$ cat config.mk
export PLATFORM = sky130hd
export DESIGN_NAME = otp_programmer
export DESIGN_NICKNAME = d
export VERILOG_FILES = /design/src/common/otp_prog_pkg.sv /design/src/rtl/otp_programmer.sv /design/src/rtl/us_timer.sv
export SDC_FILE = /design/constraint.sdc
export NUM_CORES = 1
export LEC_CHECK = 0
export ABC_AREA = 1
export BUFFER_PORTS_ARGS = -buffer_cell sky130_fd_sc_hd__buf_2
export CELL_PAD_IN_SITES_DETAIL_PLACEMENT = 0
export CELL_PAD_IN_SITES_GLOBAL_PLACEMENT = 1
export CORE_MARGIN = 1.5
export CORE_UTILIZATION = 38
export DETAILED_ROUTE_END_ITERATION = 7
export GPL_TIMING_DRIVEN = 0
export PLACE_DENSITY = 0.81
export SYNTH_ARGS = -nofsm -noshare
export SYNTH_HDL_FRONTEND = slang
export SYNTH_SLANG_ARGS = --single-unit
$ cat constraint.sdc
create_clock -name i_clock -period 1.8 [get_ports i_clock]
set_input_delay 0.27 -clock i_clock [delete_from_list [all_inputs] [get_ports i_clock]]
set_output_delay 0.27 -clock i_clock [all_outputs]
set_load 0.05 [all_outputs]
$ cat src/common/otp_prog_pkg.sv
// Purpose: Shared constants and carrier types for the OTP programming controller.
// Assumes: 20 MHz system clock; all waits counted in 1 us ticks.
// Notes:   Pin control and status travel as packed structs.
package otp_prog_pkg;

  // Array geometry
  localparam int ADDR_W = 16;
  localparam int DATA_W = 8;
  localparam logic [15:0] FIRST_ADDR = 16'h0000;
  localparam logic [15:0] LAST_ADDR = 16'hFFFF;

  // Address line positions used in identification mode
  localparam int CODE_SEL_BIT = 0;
  localparam int ID_SEL_BIT = 9;

  // Clock and microsecond tick
  localparam int CLK_PERIOD_NS = 50;
  localparam int US_NS = 1000;
  localparam int TICK_CYCLES = US_NS / CLK_PERIOD_NS;
  localparam logic [4:0] TICK_LAST = 5'(TICK_CYCLES - 1);

  // Wait times in microseconds
  localparam int TIMER_W = 8;
  localparam logic [7:0] PULSE_US = 8'h64;    // 100 us program pulse
  localparam logic [7:0] SETUP_US = 8'h02;    // Address, data and supply setup
  localparam logic [7:0] HOLD_US = 8'h02;     // Data and supply hold after pulse
  localparam logic [7:0] VCS_US = 8'h02;      // Core supply setup
  localparam logic [7:0] RECOVER_US = 8'h02;  // Program supply recovery before reads
  localparam logic [7:0] READ_US = 8'h02;     // Data valid wait plus pin sync margin

  // Retry limit of the verify loop
  localparam logic [3:0] MAX_RETRY = 4'hA;

  // Control levels on the memory's pins
  typedef struct packed {
    logic ce_n;      // Chip select, low during pulses and reads
    logic oe_n;      // Output enable logic level, low for reads
    logic vpp_en;    // Raises output enable pin to program voltage
    logic vcc_prog;  // Core supply at program level, else normal level
    logic vid_en;    // Raises id select address line to identification voltage
  } pin_ctl_t;

  localparam pin_ctl_t PINS_IDLE = '{ce_n: 1'b1, oe_n: 1'b1, vpp_en: 1'b0,
                                     vcc_prog: 1'b0, vid_en: 1'b0};

  // Result flags to the user side
  typedef struct packed {
    logic busy;
    logic done;   // One-cycle pulse at the end of any run
    logic pass;
    logic fail;
  } status_t;

  localparam status_t STATUS_IDLE = '{busy: 1'b0, done: 1'b0, pass: 1'b0, fail: 1'b0};

endpackage

$ cat src/rtl/otp_programmer.sv
// Purpose: Programs and identifies a 64K x 8 one-time-programmable memory through its pins.
// Assumes: i_src_data is the source byte for o_addr, valid one cycle after o_addr changes.
// Notes:   Supply switches are logic levels to external regulators.
`timescale 1ns/100ps
`default_nettype none
module otp_programmer
(
  input wire logic i_clock,
  input wire logic i_arst_n,
  input wire logic i_start_prog,
  input wire logic i_start_id,
  input wire logic [7:0] i_src_data,
  input wire logic [7:0] i_data_pins,
  output logic [15:0] o_addr,
  output logic [7:0] o_data_pins,
  output logic o_data_oe,
  output otp_prog_pkg::pin_ctl_t o_pins,
  output otp_prog_pkg::status_t o_status,
  output logic [15:0] o_fail_addr,
  output logic [7:0] o_id_maker,
  output logic [7:0] o_id_device
);

  typedef enum logic [3:0] {
    ST_IDLE,
    ST_VCC_UP,
    ST_VPP_UP,
    ST_P_LOAD,
    ST_P_SETUP,
    ST_P_PULSE,
    ST_P_HOLD,
    ST_V_RECOVER,
    ST_V_READ,
    ST_V_CHECK,
    ST_F_SETTLE,
    ST_F_READ,
    ST_F_CHECK,
    ST_ID_SETUP,
    ST_ID_READ
  } state_t;
  state_t state;
  logic verify_phase;
  logic [3:0] retries;
  logic [7:0] pins_meta;
  logic [7:0] pins_sync;
  logic [7:0] read_byte;
  logic timer_load;
  logic [7:0] timer_us;
  logic timer_done;
  logic at_last;
  assign at_last = (o_addr == otp_prog_pkg::LAST_ADDR);
  // Two-stage synchroniser on the data pins
  always_ff @(posedge i_clock or negedge i_arst_n)
  begin
    if (!i_arst_n)
    begin
      pins_meta <= 8'h00;
      pins_sync <= 8'h00;
    end
    else
    begin
      pins_meta <= i_data_pins;
      pins_sync <= pins_meta;
    end
  end

  us_timer wait_timer
  (
    .i_clock(i_clock),
    .i_arst_n(i_arst_n),
    .i_load(timer_load),
    .i_us(timer_us),
    .o_done(timer_done)
  );
  // Sequencer: state, pins, address, retries and results
  always_ff @(posedge i_clock or negedge i_arst_n)
  begin
    if (!i_arst_n)
    begin
      state <= ST_IDLE;
      verify_phase <= 1'b0;
      retries <= 4'h0;
      read_byte <= 8'h00;
      timer_load <= 1'b0;
      timer_us <= 8'h00;
      o_addr <= 16'h0000;
      o_data_pins <= 8'h00;
      o_data_oe <= 1'b0;
      o_pins <= otp_prog_pkg::PINS_IDLE;
      o_status <= otp_prog_pkg::STATUS_IDLE;
      o_fail_addr <= 16'h0000;
      o_id_maker <= 8'h00;
      o_id_device <= 8'h00;
    end
    else
    begin
      timer_load <= 1'b0;
      o_status.done <= 1'b0;
      unique case (state)
        ST_IDLE:
        begin
          if (i_start_prog)
          begin
            o_addr <= otp_prog_pkg::FIRST_ADDR;
            o_pins.vcc_prog <= 1'b1;
            verify_phase <= 1'b0;
            retries <= 4'h0;
            o_status <= '{busy: 1'b1, done: 1'b0, pass: 1'b0, fail: 1'b0};
            timer_us <= otp_prog_pkg::VCS_US;
            timer_load <= 1'b1;
            state <= ST_VCC_UP;
          end
          else if (i_start_id)
          begin
            o_addr <= otp_prog_pkg::FIRST_ADDR;
            o_pins.vid_en <= 1'b1;
            o_status <= '{busy: 1'b1, done: 1'b0, pass: 1'b0, fail: 1'b0};
            timer_us <= otp_prog_pkg::SETUP_US;
            timer_load <= 1'b1;
            state <= ST_ID_SETUP;
          end
        end
        ST_VCC_UP:
        begin
          if (timer_done)
          begin
            o_pins.vpp_en <= 1'b1;
            timer_us <= otp_prog_pkg::SETUP_US;
            timer_load <= 1'b1;
            state <= ST_VPP_UP;
          end
        end
        ST_VPP_UP:
        begin
          if (timer_done)
            state <= ST_P_LOAD;
        end
        // Address settles here; the source lookup answers one cycle later
        ST_P_LOAD:
        begin
          o_data_oe <= 1'b1;
          timer_us <= otp_prog_pkg::SETUP_US;
          timer_load <= 1'b1;
          state <= ST_P_SETUP;
        end
        ST_P_SETUP:
        begin
          o_data_pins <= i_src_data;
          if (timer_done)
          begin
            o_pins.ce_n <= 1'b0;
            timer_us <= otp_prog_pkg::PULSE_US;
            timer_load <= 1'b1;
            state <= ST_P_PULSE;
          end
        end
        ST_P_PULSE:
        begin
          if (timer_done)
          begin
            o_pins.ce_n <= 1'b1;
            timer_us <= otp_prog_pkg::HOLD_US;
            timer_load <= 1'b1;
            state <= ST_P_HOLD;
          end
        end
        ST_P_HOLD:
        begin
          if (timer_done)
          begin
            if (verify_phase || at_last)
            begin
              // Verify reads need the program supply off and the bus released
              o_data_oe <= 1'b0;
              o_pins.vpp_en <= 1'b0;
              verify_phase <= 1'b1;
              if (!verify_phase)
                o_addr <= otp_prog_pkg::FIRST_ADDR;
              timer_us <= otp_prog_pkg::RECOVER_US;
              timer_load <= 1'b1;
              state <= ST_V_RECOVER;
            end
            else
            begin
              o_addr <= o_addr + 16'h0001;
              state <= ST_P_LOAD;
            end
          end
        end
        ST_V_RECOVER:
        begin
          if (timer_done)
          begin
            o_pins.ce_n <= 1'b0;
            o_pins.oe_n <= 1'b0;
            timer_us <= otp_prog_pkg::READ_US;
            timer_load <= 1'b1;
            state <= ST_V_READ;
          end
        end
        ST_V_READ:
        begin
          if (timer_done)
          begin
            read_byte <= pins_sync;
            o_pins.ce_n <= 1'b1;
            o_pins.oe_n <= 1'b1;
            state <= ST_V_CHECK;
          end
        end
        ST_V_CHECK:
        begin
          if (read_byte == i_src_data)
          begin
            retries <= 4'h0;
            if (at_last)
            begin
              // Leave the program supplies for the final read-back
              o_pins.vcc_prog <= 1'b0;
              o_addr <= otp_prog_pkg::FIRST_ADDR;
              timer_us <= otp_prog_pkg::VCS_US;
              timer_load <= 1'b1;
              state <= ST_F_SETTLE;
            end
            else
            begin
              o_addr <= o_addr + 16'h0001;
              timer_us <= otp_prog_pkg::RECOVER_US;
              timer_load <= 1'b1;
              state <= ST_V_RECOVER;
            end
          end
          else if (retries == otp_prog_pkg::MAX_RETRY)
          begin
            o_pins <= otp_prog_pkg::PINS_IDLE;
            o_fail_addr <= o_addr;
            o_status <= '{busy: 1'b0, done: 1'b1, pass: 1'b0, fail: 1'b1};
            state <= ST_IDLE;
          end
          else
          begin
            retries <= retries + 4'h1;
            o_pins.vpp_en <= 1'b1;
            timer_us <= otp_prog_pkg::SETUP_US;
            timer_load <= 1'b1;
            state <= ST_VPP_UP;
          end
        end
        ST_F_SETTLE:
        begin
          if (timer_done)
          begin
            o_pins.ce_n <= 1'b0;
            o_pins.oe_n <= 1'b0;
            timer_us <= otp_prog_pkg::READ_US;
            timer_load <= 1'b1;
            state <= ST_F_READ;
          end
        end
        ST_F_READ:
        begin
          if (timer_done)
          begin
            read_byte <= pins_sync;
            state <= ST_F_CHECK;
          end
        end
        // Final comparison; chip stays selected while the address steps
        ST_F_CHECK:
        begin
          if (read_byte != i_src_data)
          begin
            o_pins <= otp_prog_pkg::PINS_IDLE;
            o_fail_addr <= o_addr;
            o_status <= '{busy: 1'b0, done: 1'b1, pass: 1'b0, fail: 1'b1};
            state <= ST_IDLE;
          end
          else if (at_last)
          begin
            o_pins <= otp_prog_pkg::PINS_IDLE;
            o_status <= '{busy: 1'b0, done: 1'b1, pass: 1'b1, fail: 1'b0};
            state <= ST_IDLE;
          end
          else
          begin
            o_addr <= o_addr + 16'h0001;
            timer_us <= otp_prog_pkg::READ_US;
            timer_load <= 1'b1;
            state <= ST_F_READ;
          end
        end
        ST_ID_SETUP:
        begin
          if (timer_done)
          begin
            o_pins.ce_n <= 1'b0;
            o_pins.oe_n <= 1'b0;
            timer_us <= otp_prog_pkg::READ_US;
            timer_load <= 1'b1;
            state <= ST_ID_READ;
          end
        end
        ST_ID_READ:
        begin
          if (timer_done)
          begin
            if (!o_addr[otp_prog_pkg::CODE_SEL_BIT])
            begin
              o_id_maker <= pins_sync;
              o_addr[otp_prog_pkg::CODE_SEL_BIT] <= 1'b1;
              timer_us <= otp_prog_pkg::READ_US;
              timer_load <= 1'b1;
            end
            else
            begin
              o_id_device <= pins_sync;
              o_pins <= otp_prog_pkg::PINS_IDLE;
              o_status <= '{busy: 1'b0, done: 1'b1, pass: 1'b1, fail: 1'b0};
              state <= ST_IDLE;
            end
          end
        end
      endcase
    end
  end
endmodule
`default_nettype wire

$ cat src/rtl/us_timer.sv
// Purpose: Microsecond wait timer for the programming controller.
// Assumes: Load and count come from logic on the same clock.
// Notes:   Reload restarts the prescaler, so a wait of N us is exactly N*20 cycles.
`timescale 1ns/100ps
`default_nettype none
module us_timer
(
  input wire logic i_clock,
  input wire logic i_arst_n,
  input wire logic i_load,
  input wire logic [7:0] i_us,
  output logic o_done
);

  logic [4:0] prescale;
  logic [7:0] remain;
  logic running;
  logic tick;

  assign tick = (prescale == otp_prog_pkg::TICK_LAST);

  // Prescaler giving a one-cycle enable every microsecond
  always_ff @(posedge i_clock or negedge i_arst_n)
  begin
    if (!i_arst_n)
      prescale <= 5'h00;
    else if (i_load || tick)
      prescale <= 5'h00;
    else
      prescale <= prescale + 5'h01;
  end

  // Countdown and one-cycle expiry pulse
  always_ff @(posedge i_clock or negedge i_arst_n)
  begin
    if (!i_arst_n)
    begin
      remain <= 8'h00;
      running <= 1'b0;
      o_done <= 1'b0;
    end
    else if (i_load)
    begin
      remain <= i_us;
      running <= 1'b1;
      o_done <= 1'b0;
    end
    else if (running && tick)
    begin
      remain <= remain - 8'h01;
      running <= (remain != 8'h01);
      o_done <= (remain == 8'h01);
    end
    else
      o_done <= 1'b0;
  end

endmodule
`default_nettype wire
### Yosys cells after proc, flatten, opt, wreduce, memory -nomap -nowiden

Cells that the tools add are included.

| cells by class | value |
|---|---|
| add/sub/neg operators | 4 |
| eq/ne operators | 52 |
| mux-type cells | 109 |
| bitwise logic cells | 1 |
| reduce and logical (&&, ||, !) cells | 37 |

Operator list:

| cell | count |
|---|---|
| two-way mux 16 bit | 12 |
| two-way mux 4 bit | 29 |
| two-way mux 8 bit | 14 |
| one-hot mux 8 bit (8 select lines) | 1 |
| one-hot mux 15 bit (4 select lines) | 1 |
| one-hot mux 4 bit (15 select lines) | 1 |
| == test 4 bit (second input constant) | 8 |
| one-hot mux 16 bit (2 select lines) | 1 |
| AND reduction 8 bit | 4 |
| two-way mux 1 bit | 28 |
| inequality test 2 x 1 -> 1 bit (second input constant) | 13 |
| two-way mux 5 bit | 5 |
| inequality test 2 bit (second input constant) | 12 |
| AND reduction 7 bit | 3 |
| inequality test 3 bit (second input constant) | 6 |
| adder 16 x 1 -> 16 bit (second input constant) | 1 |
| == test 16 bit (second input constant) | 1 |
| == test 4 x 3 -> 1 bit (second input constant) | 4 |
| one-hot mux 4 bit (4 select lines) | 1 |
| one-hot mux 1 bit (5 select lines) | 3 |
| nonzero test 5 bit | 3 |
| one-hot mux 1 bit (7 select lines) | 2 |
| AND reduction 13 bit | 1 |
| AND reduction 3 bit | 4 |
| other kinds (31) | 45 |

| word-level totals | value |
|---|---|
| flip-flop bits (word level) | 123 |
| bits of input ports | 20 |
| output and inout bits | 66 |
| logic and storage cells | 231 |

### Logic depth before layout (Yosys ltp)

Gate-level depths: netlist of the first run.

| depth | value |
|---|---|
| word-level depth | 5 |
| depth in mapped cells | 13 |
| gate-level depth less buffers | 13 |

### Hierarchy

A second synthesis of the first run with hierarchy kept.

| unflattened totals | value |
|---|---|
| cells, all modules | 867 |
| area, all modules | 6326.1 um^2 |

Modules (own cells, without submodules):

| module | times used | cells an instance | area an instance (um^2) | sequential area each (um^2) |
|---|---|---|---|---|
| otp_programmer | 1 | 754 | 5457.7 | 2555.0 |
| us_timer | 1 | 113 | 868.3 | 375.4 |

### Worst setup path after synthesis of the first run

OpenSTA, ideal clock, no wires.

| path | value |
|---|---|
| path kind | reg-to-reg |
| from | register o_addr[1] |
| to | register state[1] |
| library setup time | 116 ps |
| arrival | 2036 ps |
| required time | 1684 ps |
| slack | -353 ps |
| stages on the path, launching flop included | 11 |
| buffers on the path | 0 |
| clock period less this slack | 2153 ps |
| path through | dfrtp_1 -> ha_1 -> nand3_1 -> inv_1 -> nand2_1 -> nor2_2 -> clkinv_1 -> nand3_1 -> nand3b_1 -> nand2_1 -> nand2_1 |

| on the way | value |
|---|---|
| longest elaborated chain between the ends | 4 |

RTL lines:

| element | RTL line | text |
|---|---|---|
| start: declaration | otp_programmer.sv:14 | `output logic [15:0] o_addr,` |
| start signal: assignment | otp_programmer.sv:104 | `o_addr <= otp_prog_pkg::FIRST_ADDR;` |
| start signal: assignment | otp_programmer.sv:115 | `o_addr <= otp_prog_pkg::FIRST_ADDR;` |
| start signal: assignment | otp_programmer.sv:178 | `o_addr <= otp_prog_pkg::FIRST_ADDR;` |
| == test 16 bit | otp_programmer.sv:51 | `assign at_last = (o_addr == otp_prog_pkg::LAST_ADDR);` |
| two-way mux 4 bit | otp_programmer.sv:278 | `else if (at_last)` |
| two-way mux 4 bit | otp_programmer.sv:271 | `if (read_byte != i_src_data)` |
| one-hot mux 4 bit (15 select lines) | otp_programmer.sv:99 | `unique case (state)` |
| end signal: assignment | otp_programmer.sv:276 | `state <= ST_IDLE;` |
| end signal: assignment | otp_programmer.sv:282 | `state <= ST_IDLE;` |
| end signal: assignment | otp_programmer.sv:289 | `state <= ST_F_READ;` |
| end: declaration | otp_programmer.sv:41 | `state_t state;` |

No other way between the ends.
A chain may end at the register's enable or synchronous reset.

### Worst setup path after layout of the first run

| path | value |
|---|---|
| from | register o_addr[0] |
| to | register state[2] |

| on the way | value |
|---|---|
| longest elaborated chain between the ends | 5 |
| elaborated cells on any way between the ends | 9 |
| those cells by class | eq/ne (2); mux (5); reduce/logical (2) |

RTL lines:

| element | RTL line | text |
|---|---|---|
| == test 16 bit | otp_programmer.sv:51 |  |
| logical OR 1 bit | otp_programmer.sv:171 | `if (verify_phase \|\| at_last)` |
| two-way mux 3 bit | otp_programmer.sv:171 |  |
| two-way mux 4 bit | otp_programmer.sv:169 | `if (timer_done)` |
| one-hot mux 4 bit (15 select lines) | otp_programmer.sv:99 |  |
| end signal: assignment | otp_programmer.sv:111 | `state <= ST_VCC_UP;` |
| end signal: assignment | otp_programmer.sv:164 | `state <= ST_P_HOLD;` |
| end signal: assignment | otp_programmer.sv:181 | `state <= ST_V_RECOVER;` |

Several ways; a longest one is shown, not always the timed one. The select of a mux whose other input is x is not followed.

==> results of run 1 <==
path summary, 6_finish.rpt:
check | startpoint | to | slack (ps) | cells after the start
max in group asynchronous | i_arst_n | o_addr[2] | 770 | 3
worst max register to register | o_addr[0] | state[2] | 40 | 12
worst min-delay path | i_src_data[6] | o_data_pins[6] | 80 | 3
min in group asynchronous | i_arst_n | wait_timer.remain[2] | 310 | 2
worst min register to register | pins_meta[6] | pins_sync[6] | 350 | 0
worst max-delay path | o_addr[0] | state[2] | 40 | 12
layout make-up:
cell class              instances  share of cell area (%)
multi-input cells             554                    36.2
clock inverters                13                    1.28
repair buffers                126                    10.1
plain buffers                  16                    1.44
clock buffers                  19                    5.66
well taps                     188                    3.01
inverters                      93                    4.62
flip-flops and latches        117                    37.7
logic make-up (layout without fill, tap and decap cells):
group	after synthesis	in the layout	share of synthesized area, %
XOR/XNOR	16	16	2.37
flip-flops	117	117	49.5
buffers and inverters	109	267	7.21
adder cells (fa/ha/maj)	6	6	1.27
AND/OR/NAND/NOR	426	426	30.3
AO/OA/AOI/OAI	106	106	9.37
per-layer routing:
metal  vias to the layer above  global-route usage, %
met5                         -                      0
met4                         0                   6.01
met3                        21                   5.13
met2                       125                   32.5
met1                      2554                   28.0
li1                       2801                      -
Yosys cell counts (2+ instances only):
master,number
nand2_1,246
dfrtp_1,115
inv_1,84
nor2_1,76
o21ai_0,74
nand3_1,61
nand4_1,24
a21oi_1,12
clkbuf_1,12
o21ai_1,11
xor2_1,11
inv_2,8
ha_1,6
nor3_1,6
nor2_2,5
xnor2_1,5
nand2_2,4
o211ai_1,3
a22oi_1,2
buf_2,2
buf_6,2
dfstp_2,2
nor4_1,2
worst reg2reg max path, cell delays in order, from the launching register on:
cell and delay, ps:
dfrtp_2 410, ha_4 170, nand3_4 100, inv_4 100
nand2_4 60, nor2_4 240, nor2_4 100, buf_4 140
nor2_2 100, nor2_1 50, nand2_1 80, nor2_1 40
nor2_1 90
timing repair:
| action | in CTS | in global routing |
|---|---|---|
| hold buffers | 9 | 0 |
| endpoints found under the setup margin | 66 | 74 |
| pin swaps | 2 | 13 |
| gates resized for setup | 43 | 69 |
| buffers inserted | 4 | 27 |
| hold endpoints to repair | 41 | 0 |
registers in the layout, summed over array words and instances, names as in the netlist, 2 cells and up:
signal               count
o_addr                  16
o_fail_addr             16
o_data_pins              8
o_id_device              8
o_id_maker               8
pins_meta                8
pins_sync                8
read_byte                8
wait_timer.remain        8
o_pins                   5
wait_timer.prescale      5
o_status                 4
retries                  4
state                    4
timer_us                 2
where the power goes:
part | internal [mW] | switching (mW) | leakage (nW)
Sequential | 2.65 | 0.00496 | 1.44
Combinational | 0.0444 | 0.0888 | 2.32
Clock | 1.81 | 1.29 | 0.265
Total | 4.51 | 1.38 | 4.03
stage by stage:
stage / util [%] / hold WS, ps / setup TNS, ps
2_1_floorplan: - / -25.6 / 0
3_3_place_gp: 43.5 / 335 / -138530
3_5_place_dp: 43.8 / 192 / -14560
4_1_cts: 48.9 / 72.2 / 0
5_1_grt: 51.5 / 93.9 / -200
6_report: 51.5 / 81.4 / 0
==> flow_summary.toml, run 1 <==
[clocking]
cts_inserted_buffers = 17
clock_sinks = 117
cts_htree_levels = 4
clock_tree.buffer_depth = 2
cts.root.buffer_cell = "clkbuf_16"
insertion_delay_ps = 420
clk_pin_slew_ps = 60
cts_tree = "done"

[synth]
synth.yosys.seq_area_share_pct = 49.5
synth_cells = 780
synth.avg_cell_area_sq_um = 7.59
synth_top_cell_area_share_pct = 48.6
dominantRegCellSynth = "dfrtp_1"
synth_enable_flop_cells = 0
synthArstFlopShare_pct = 100
postSynthRegisterBits = 117
post_synth_instance_area_sq_um = 5920
yosysUniqueCellTypes = 30
synth.top_cells.by_area = "dfrtp_1 (49%), nand2_1 (16%), o21ai_0 (6.3%), inv_1 (5.3%), nand3_1 (5.2%)"
ys.warnings.count = 0
synth_largest_area_cell = "dfrtp_1"
synth.net_count = 806

[critical_path]
critPathRequiredTime_ps = 2140
slowest_cell_on_the_critical_path = "dfrtp_2"
critPathLaunchType = "register"
crit_path_end_kind = "register"
worst_ep_arrival_time_ps = 2100
crit_chain = "ha_4 -> nand3_4 -> inv_4 -> nand2_4 -> nor2_4 -> nor2_4 -> buf_4 -> nor2_2 -> nor2_1 -> nand2_1 -> nor2_1 -> nor2_1"
path_buf_inv = 2
cp_common_cell = "nor2_1"
cp_slowest_stage_delay_ps = 410
timing.critical_path.max_delay_family = "simple AND/OR/NAND/NOR gates"
maximum_fanout_along_the_worst_path = 5
worstSetupPathType = "reg -> reg"

[layout]
layout.cells.most_common = "nand2_1"
nNetsFinal = 951
antennaDiodeCount = 0
instances_no_fill = 1126
multi_input_area_sq_um = 2830
drive_above_1_share_pct = 26.7
postLayoutCellArea_sq_um = 7830
final.fill_count = 1482
most-common-layout-cells = "nand2_1 (227), dfrtp_1 (97), buf_2 (87)"
flow.area_growth_from_synthesis_pct = 32.3
layout.area.seq_sq_um = 2950

[sta]
clock_skew_ps = 11.9
timing.fmax_mhz = 569
rsz0062_at_grt = "true"
worst_pin_slew_ps = 407
finalHoldViolCount = 0
finalCritPeriodShare_pct = 97.6
min_period_ps = 1760
final-setup-viol-count = 0
finalMaxSlewViolations = 0
finalWorstSetupSlack_ps = 43.1
relSlewSlack_pct = 72.9

[die]
die_x_um = 128
pin_count = 86
start_util_pct = 38.9
core_region_area_sq_um = 15200
dieArea_sq_um = 16300
die_height_um = 128
placementRows = 45

[global_route]
groute.usage.overall_pct = 20.5
grt_first_pass_wirelength_um = 26100
grt_start_max_net_pins = 83
via_count_of_the_first_global_routing_pass = 5003
global_route.overflow_total = 0
grt_antenna_before_repair = 0

[routing]
met1_length_um = 7540
detail_route.wirelength_um = 16200
route.top_layer_used = "met4"
drt_pass1_iterations = 7
detailroute.wirelength.met3_um = 616
routed-via-count = 5501
route.detailed.wl_per_inst_um = 14.4
detail_route.vias_per_cell = 4.89
drtAntennaViolNets = 0
drc_errors = 0
met2WireLength_um = 7860
drt_iter0_markers = 401

[run_status]
run_status = "finished clean"

[placement]
buffer_ports.inserted = 85
place_congestion = 0.867
post-dp-hpwl_um = 11500
post-place-ws_ps = -407
dpl_cell_area_sq_um = 6650
placed_cells_incl_taps = 1054

[power_and_ir_drop]
ir_drop_mv = 0.818
p_leak_nw = 4.03
post-layout-total-power_mw = 5.89
power_density_over_the_cells_nw_per_um2 = 752

[flow_run]
max_cap_viol_count = 0

[hold_path]
min_path_type = "in -> reg"
Power figures use the tool's default switching activity.
==> run 2, diff against run 1 <==
--- a/config.mk
+++ b/config.mk
@@ -5,15 +5,15 @@
 export SDC_FILE = /design/constraint.sdc
 export NUM_CORES = 1
 export LEC_CHECK = 0
-export ABC_AREA = 1
+export ABC_AREA = 0
 export BUFFER_PORTS_ARGS = -buffer_cell sky130_fd_sc_hd__buf_2
 export CELL_PAD_IN_SITES_DETAIL_PLACEMENT = 0
 export CELL_PAD_IN_SITES_GLOBAL_PLACEMENT = 1
 export CORE_MARGIN = 1.5
-export CORE_UTILIZATION = 38
+export CORE_UTILIZATION = 41
 export DETAILED_ROUTE_END_ITERATION = 7
 export GPL_TIMING_DRIVEN = 0
-export PLACE_DENSITY = 0.81
+export PLACE_DENSITY = 0.82
 export SYNTH_ARGS = -nofsm -noshare
 export SYNTH_HDL_FRONTEND = slang
 export SYNTH_SLANG_ARGS = --single-unit
==> constraint.sdc (replaced) <==
create_clock -name i_clock -period 1.8 [get_ports i_clock]
set_input_delay 0.18 -clock i_clock [delete_from_list [all_inputs] [get_ports i_clock]]
set_output_delay 0.18 -clock i_clock [all_outputs]
set_load 0.05 [all_outputs]
==> run 2 against run 1 <==
  * The run now ends with design-rule violations, negative setup slack left
  * Critical path depth shrank 3
  * Worst setup slack lost 630 ps
  * Clock power rose by 20%
  * Non-clock buffer count up 79
  * Via count down 1.6%
  * Count of clock-buffer cells in the layout is 2 lower
  * Synthesized cell count down 34%
  * Combinational power rose by 110%
  * Cell count is 18% lower
  * Largest power group unchanged
==> flow_summary.toml, run 2 <==
[sta]
clock_skew_ps = 9.04
min_period_ps = 2390
relSlewSlack_pct = 63.4
whs_ps = 10.3
final-setup-viol-count = 76
finalMaxSlewViolations = 0
worst_pin_slew_ps = 545
finalCritPeriodShare_pct = 133
finalHoldViolCount = 0
rsz0062_at_grt = "true"
finalWorstSetupSlack_ps = -586
timing.fmax_mhz = 419

[synth]
dominantRegCellSynth = "dfrtp_1"
synth_top_family_by_area = "compound AO/OA/AOI/OAI gates"
synthArstFlopShare_pct = 100
synth_top_cell_area_share_pct = 50.6
synth.net_count = 544
yosysUniqueCellTypes = 64
post_synth_instance_area_sq_um = 5680
synth_largest_area_cell = "dfrtp_1"
synth.top_cells.by_area = "dfrtp_1 (51%), mux2_2 (9.9%), nor2_1 (3.0%), o31ai_2 (2.4%), o31ai_1 (2.4%)"
ys.warnings.count = 0
synth.avg_cell_area_sq_um = 11.0
synth_enable_flop_cells = 0
post_synth_most_frequent_cells = "dfrtp_1 (115), mux2_2 (50), nor2_1 (46)"
synth_cells = 518
yosysMostFrequentCell = "dfrtp_1"
yosys.area_share.xor_xnor_pct = 2.47
postSynthRegisterBits = 117
synth_adder_area_share_pct = 1.32
synth_simple_gate_area_share_pct = 13.3
synth.mux.area_fraction_pct = 10.8
synth.yosys.seq_area_share_pct = 51.6
synth-compound-area-share_pct = 16.8

[placement]
placed_cells_incl_taps = 780
dpl_cell_area_sq_um = 6500
post-place-ws_ps = -635
buffer_ports.inserted = 85
place_congestion = 0.934
post-dp-hpwl_um = 9940

[layout]
final.fill_count = 859
most-common-layout-cells = "dfrtp_1 (98), buf_2 (85), buf_4 (64)"
layout.cells.most_common = "dfrtp_1"
instances_no_fill = 918
flow.area_growth_from_synthesis_pct = 60.1
antennaDiodeCount = 0
nNetsFinal = 755
reg_top3 = "o_addr (16), o_fail_addr (16)"
postLayoutCellArea_sq_um = 9100
drive_above_1_share_pct = 56.6

[flow_run]
max_cap_viol_count = 0

[critical_path]
critPathRequiredTime_ps = 2100
crit_path_end_kind = "register"
worstSetupPathType = "reg -> reg"
maximum_fanout_along_the_worst_path = 5
slowest_cell_on_the_critical_path = "or4_4"
cp_slowest_stage_delay_ps = 450
crit_chain = "ha_4 -> nand4_1 -> buf_4 -> or4_4 -> a21oi_4 -> buf_6 -> nor2_1 -> o31ai_1 -> o31ai_2"
critPathLaunchType = "register"
worst_ep_arrival_time_ps = 2690

[global_route]
global_route.overflow_total = 0
busiest_layer = "met2"
via_count_of_the_first_global_routing_pass = 5198
grt_use_met3_pct = 5.71
grt_antenna_before_repair = 1
groute.layer.met1.usage_pct = 29.7
groute.usage.overall_pct = 23.7
grt_start_max_net_pins = 100
grt_first_pass_wirelength_um = 26700
grt_use_met2_pct = 38.2

[die]
die_height_um = 121
die_x_um = 121
core_region_area_sq_um = 13400
placementRows = 42
pin_count = 86
start_util_pct = 42.4
dieArea_sq_um = 14600

[hold_path]
min_path_type = "in -> reg"

[clocking]
clk_pin_slew_ps = 60
clock_sinks = 117
cts_inserted_buffers = 17
clock_tree.buffer_depth = 2
insertion_delay_ps = 440
cts_tree = "done"
cts_htree_levels = 4
cts.root.buffer_cell = "clkbuf_16"

[power_and_ir_drop]
ir_drop_mv = 0.849
p_leak_nw = 4.16
internal_power_mw = 5.13
post-layout-total-power_mw = 6.68
power_frac_seq_pct = 39.9
clockPowerShare_pct = 55.8
net-switching-power_mw = 1.56
comb_power_share_pct = 4.2
power_density_over_the_cells_nw_per_um2 = 734
power.share.switching_pct = 23.3

[routing]
routed-via-count = 5413
drtAntennaViolNets = 0
drt_pass1_iterations = 8
drt_iter0_markers = 590
drc_errors = 1
detail_route.vias_per_cell = 5.90
detail_route.wirelength_um = 19800
route.detailed.wl_per_inst_um = 21.6

[run_status]
run_status = "complete, but fails checks"
failed_checks = "design-rule violations, negative setup slack"
==> run 2: cell count changes after synthesis, moves of 9 or more <==
cell     previous run  this run
o21ai_1            11         0
o31ai_2             0        11
nand2_1           246        27
nand4_1            24         8
mux2_2              0        50
nor2b_1             0         9
o21ai_0            74        18
inv_1              84        16
nor2_1             76        46
a21oi_1            12        22
o31ai_1             0        18
nand3_1            61        17
==> run 2: power by group through the flow <==
stage / Sequential, mW / Combinational (mW) / Clock, mW
finish: 2.67 / 0.281 / 3.73
global route: 2.67 / 0.300 / 3.88
CTS: 2.67 / 0.222 / 3.75
detailed placement: 2.71 / 0.183 / 0
global placement: 2.71 / 0.171 / 0
floorplan: 2.72 / 0.0618 / 0
==> run 2: timing repair <==
item,4_1_cts,5_1_grt
setup endpoints to repair,90,91
hold buffers,9,0
hold endpoints to repair,123,0
gates cloned,2,3
gates resized for setup,113,134
pin swaps,29,43
buffers inserted,54,45
==> run 2: worst max-delay path: cells and delay by family (launching register included) <==
kind | cells | cell delay (ps)
buffers and inverters | 2 | 360
AND/OR/NAND/NOR | 3 | 630
AO/OA/AOI/OAI | 3 | 690
flip-flops | 1 | 410
adder cells (fa/ha/maj) | 1 | 150
==> run 2: per-stage QoR <==
step                utilization, %  setup TNS, ps
finish                        67.9         -17830
global route                  67.9         -20660
CTS                           61.0         -10430
detailed placement            48.5         -33600
global placement              48.2        -134730
floorplan                        -          -9510
==> run 2: worst paths after layout <==
check / startpoint / slack [ps] / endpoint / cells past startpoint
max: o_addr[0] / -590 / o_addr[11] / 9
min: i_src_data[7] / 10 / o_data_pins[7] / 2
max reg2reg: o_addr[0] / -590 / o_addr[11] / 9
min reg2reg: pins_meta[0] / 350 / pins_sync[0] / 0
max in group asynchronous: i_arst_n / 860 / o_addr[10] / 3
min in group asynchronous: i_arst_n / 150 / pins_meta[7] / 2
==> run 2: area by class of cell <==
| class | instances | area, sq um | area share [%] |
|---|---|---|---|
| buffer | 25 | 244 | 2.68 |
| clock buffer | 17 | 425 | 4.67 |
| clock inverter | 15 | 219 | 2.41 |
| inverter | 19 | 81.3 | 0.894 |
| multi-input combinational | 353 | 3410 | 37.4 |
| sequential | 117 | 2950 | 32.4 |
| tap | 176 | 220 | 2.42 |
| timing repair buffer | 196 | 1550 | 17.0 |
==> run 2: cell families (layout without fill, tap and decap cells) <==
group,Yosys count,in the layout
XOR/XNOR,16,16
AND/OR/NAND/NOR,149,149
adder cells (fa/ha/maj),6,6
flip-flops,117,117
buffers and inverters,48,272
AO/OA/AOI/OAI,127,127
multiplexers,55,55
==> run 2: routing by layer <==
layer	share of wire, %	routed length [um]	vias to the layer above
li1	-	-	2337
met1	39	7690	2701
met2	49	9810	299
met3	7.0	1390	76
met4	4.7	939	0
met5	0	0	-
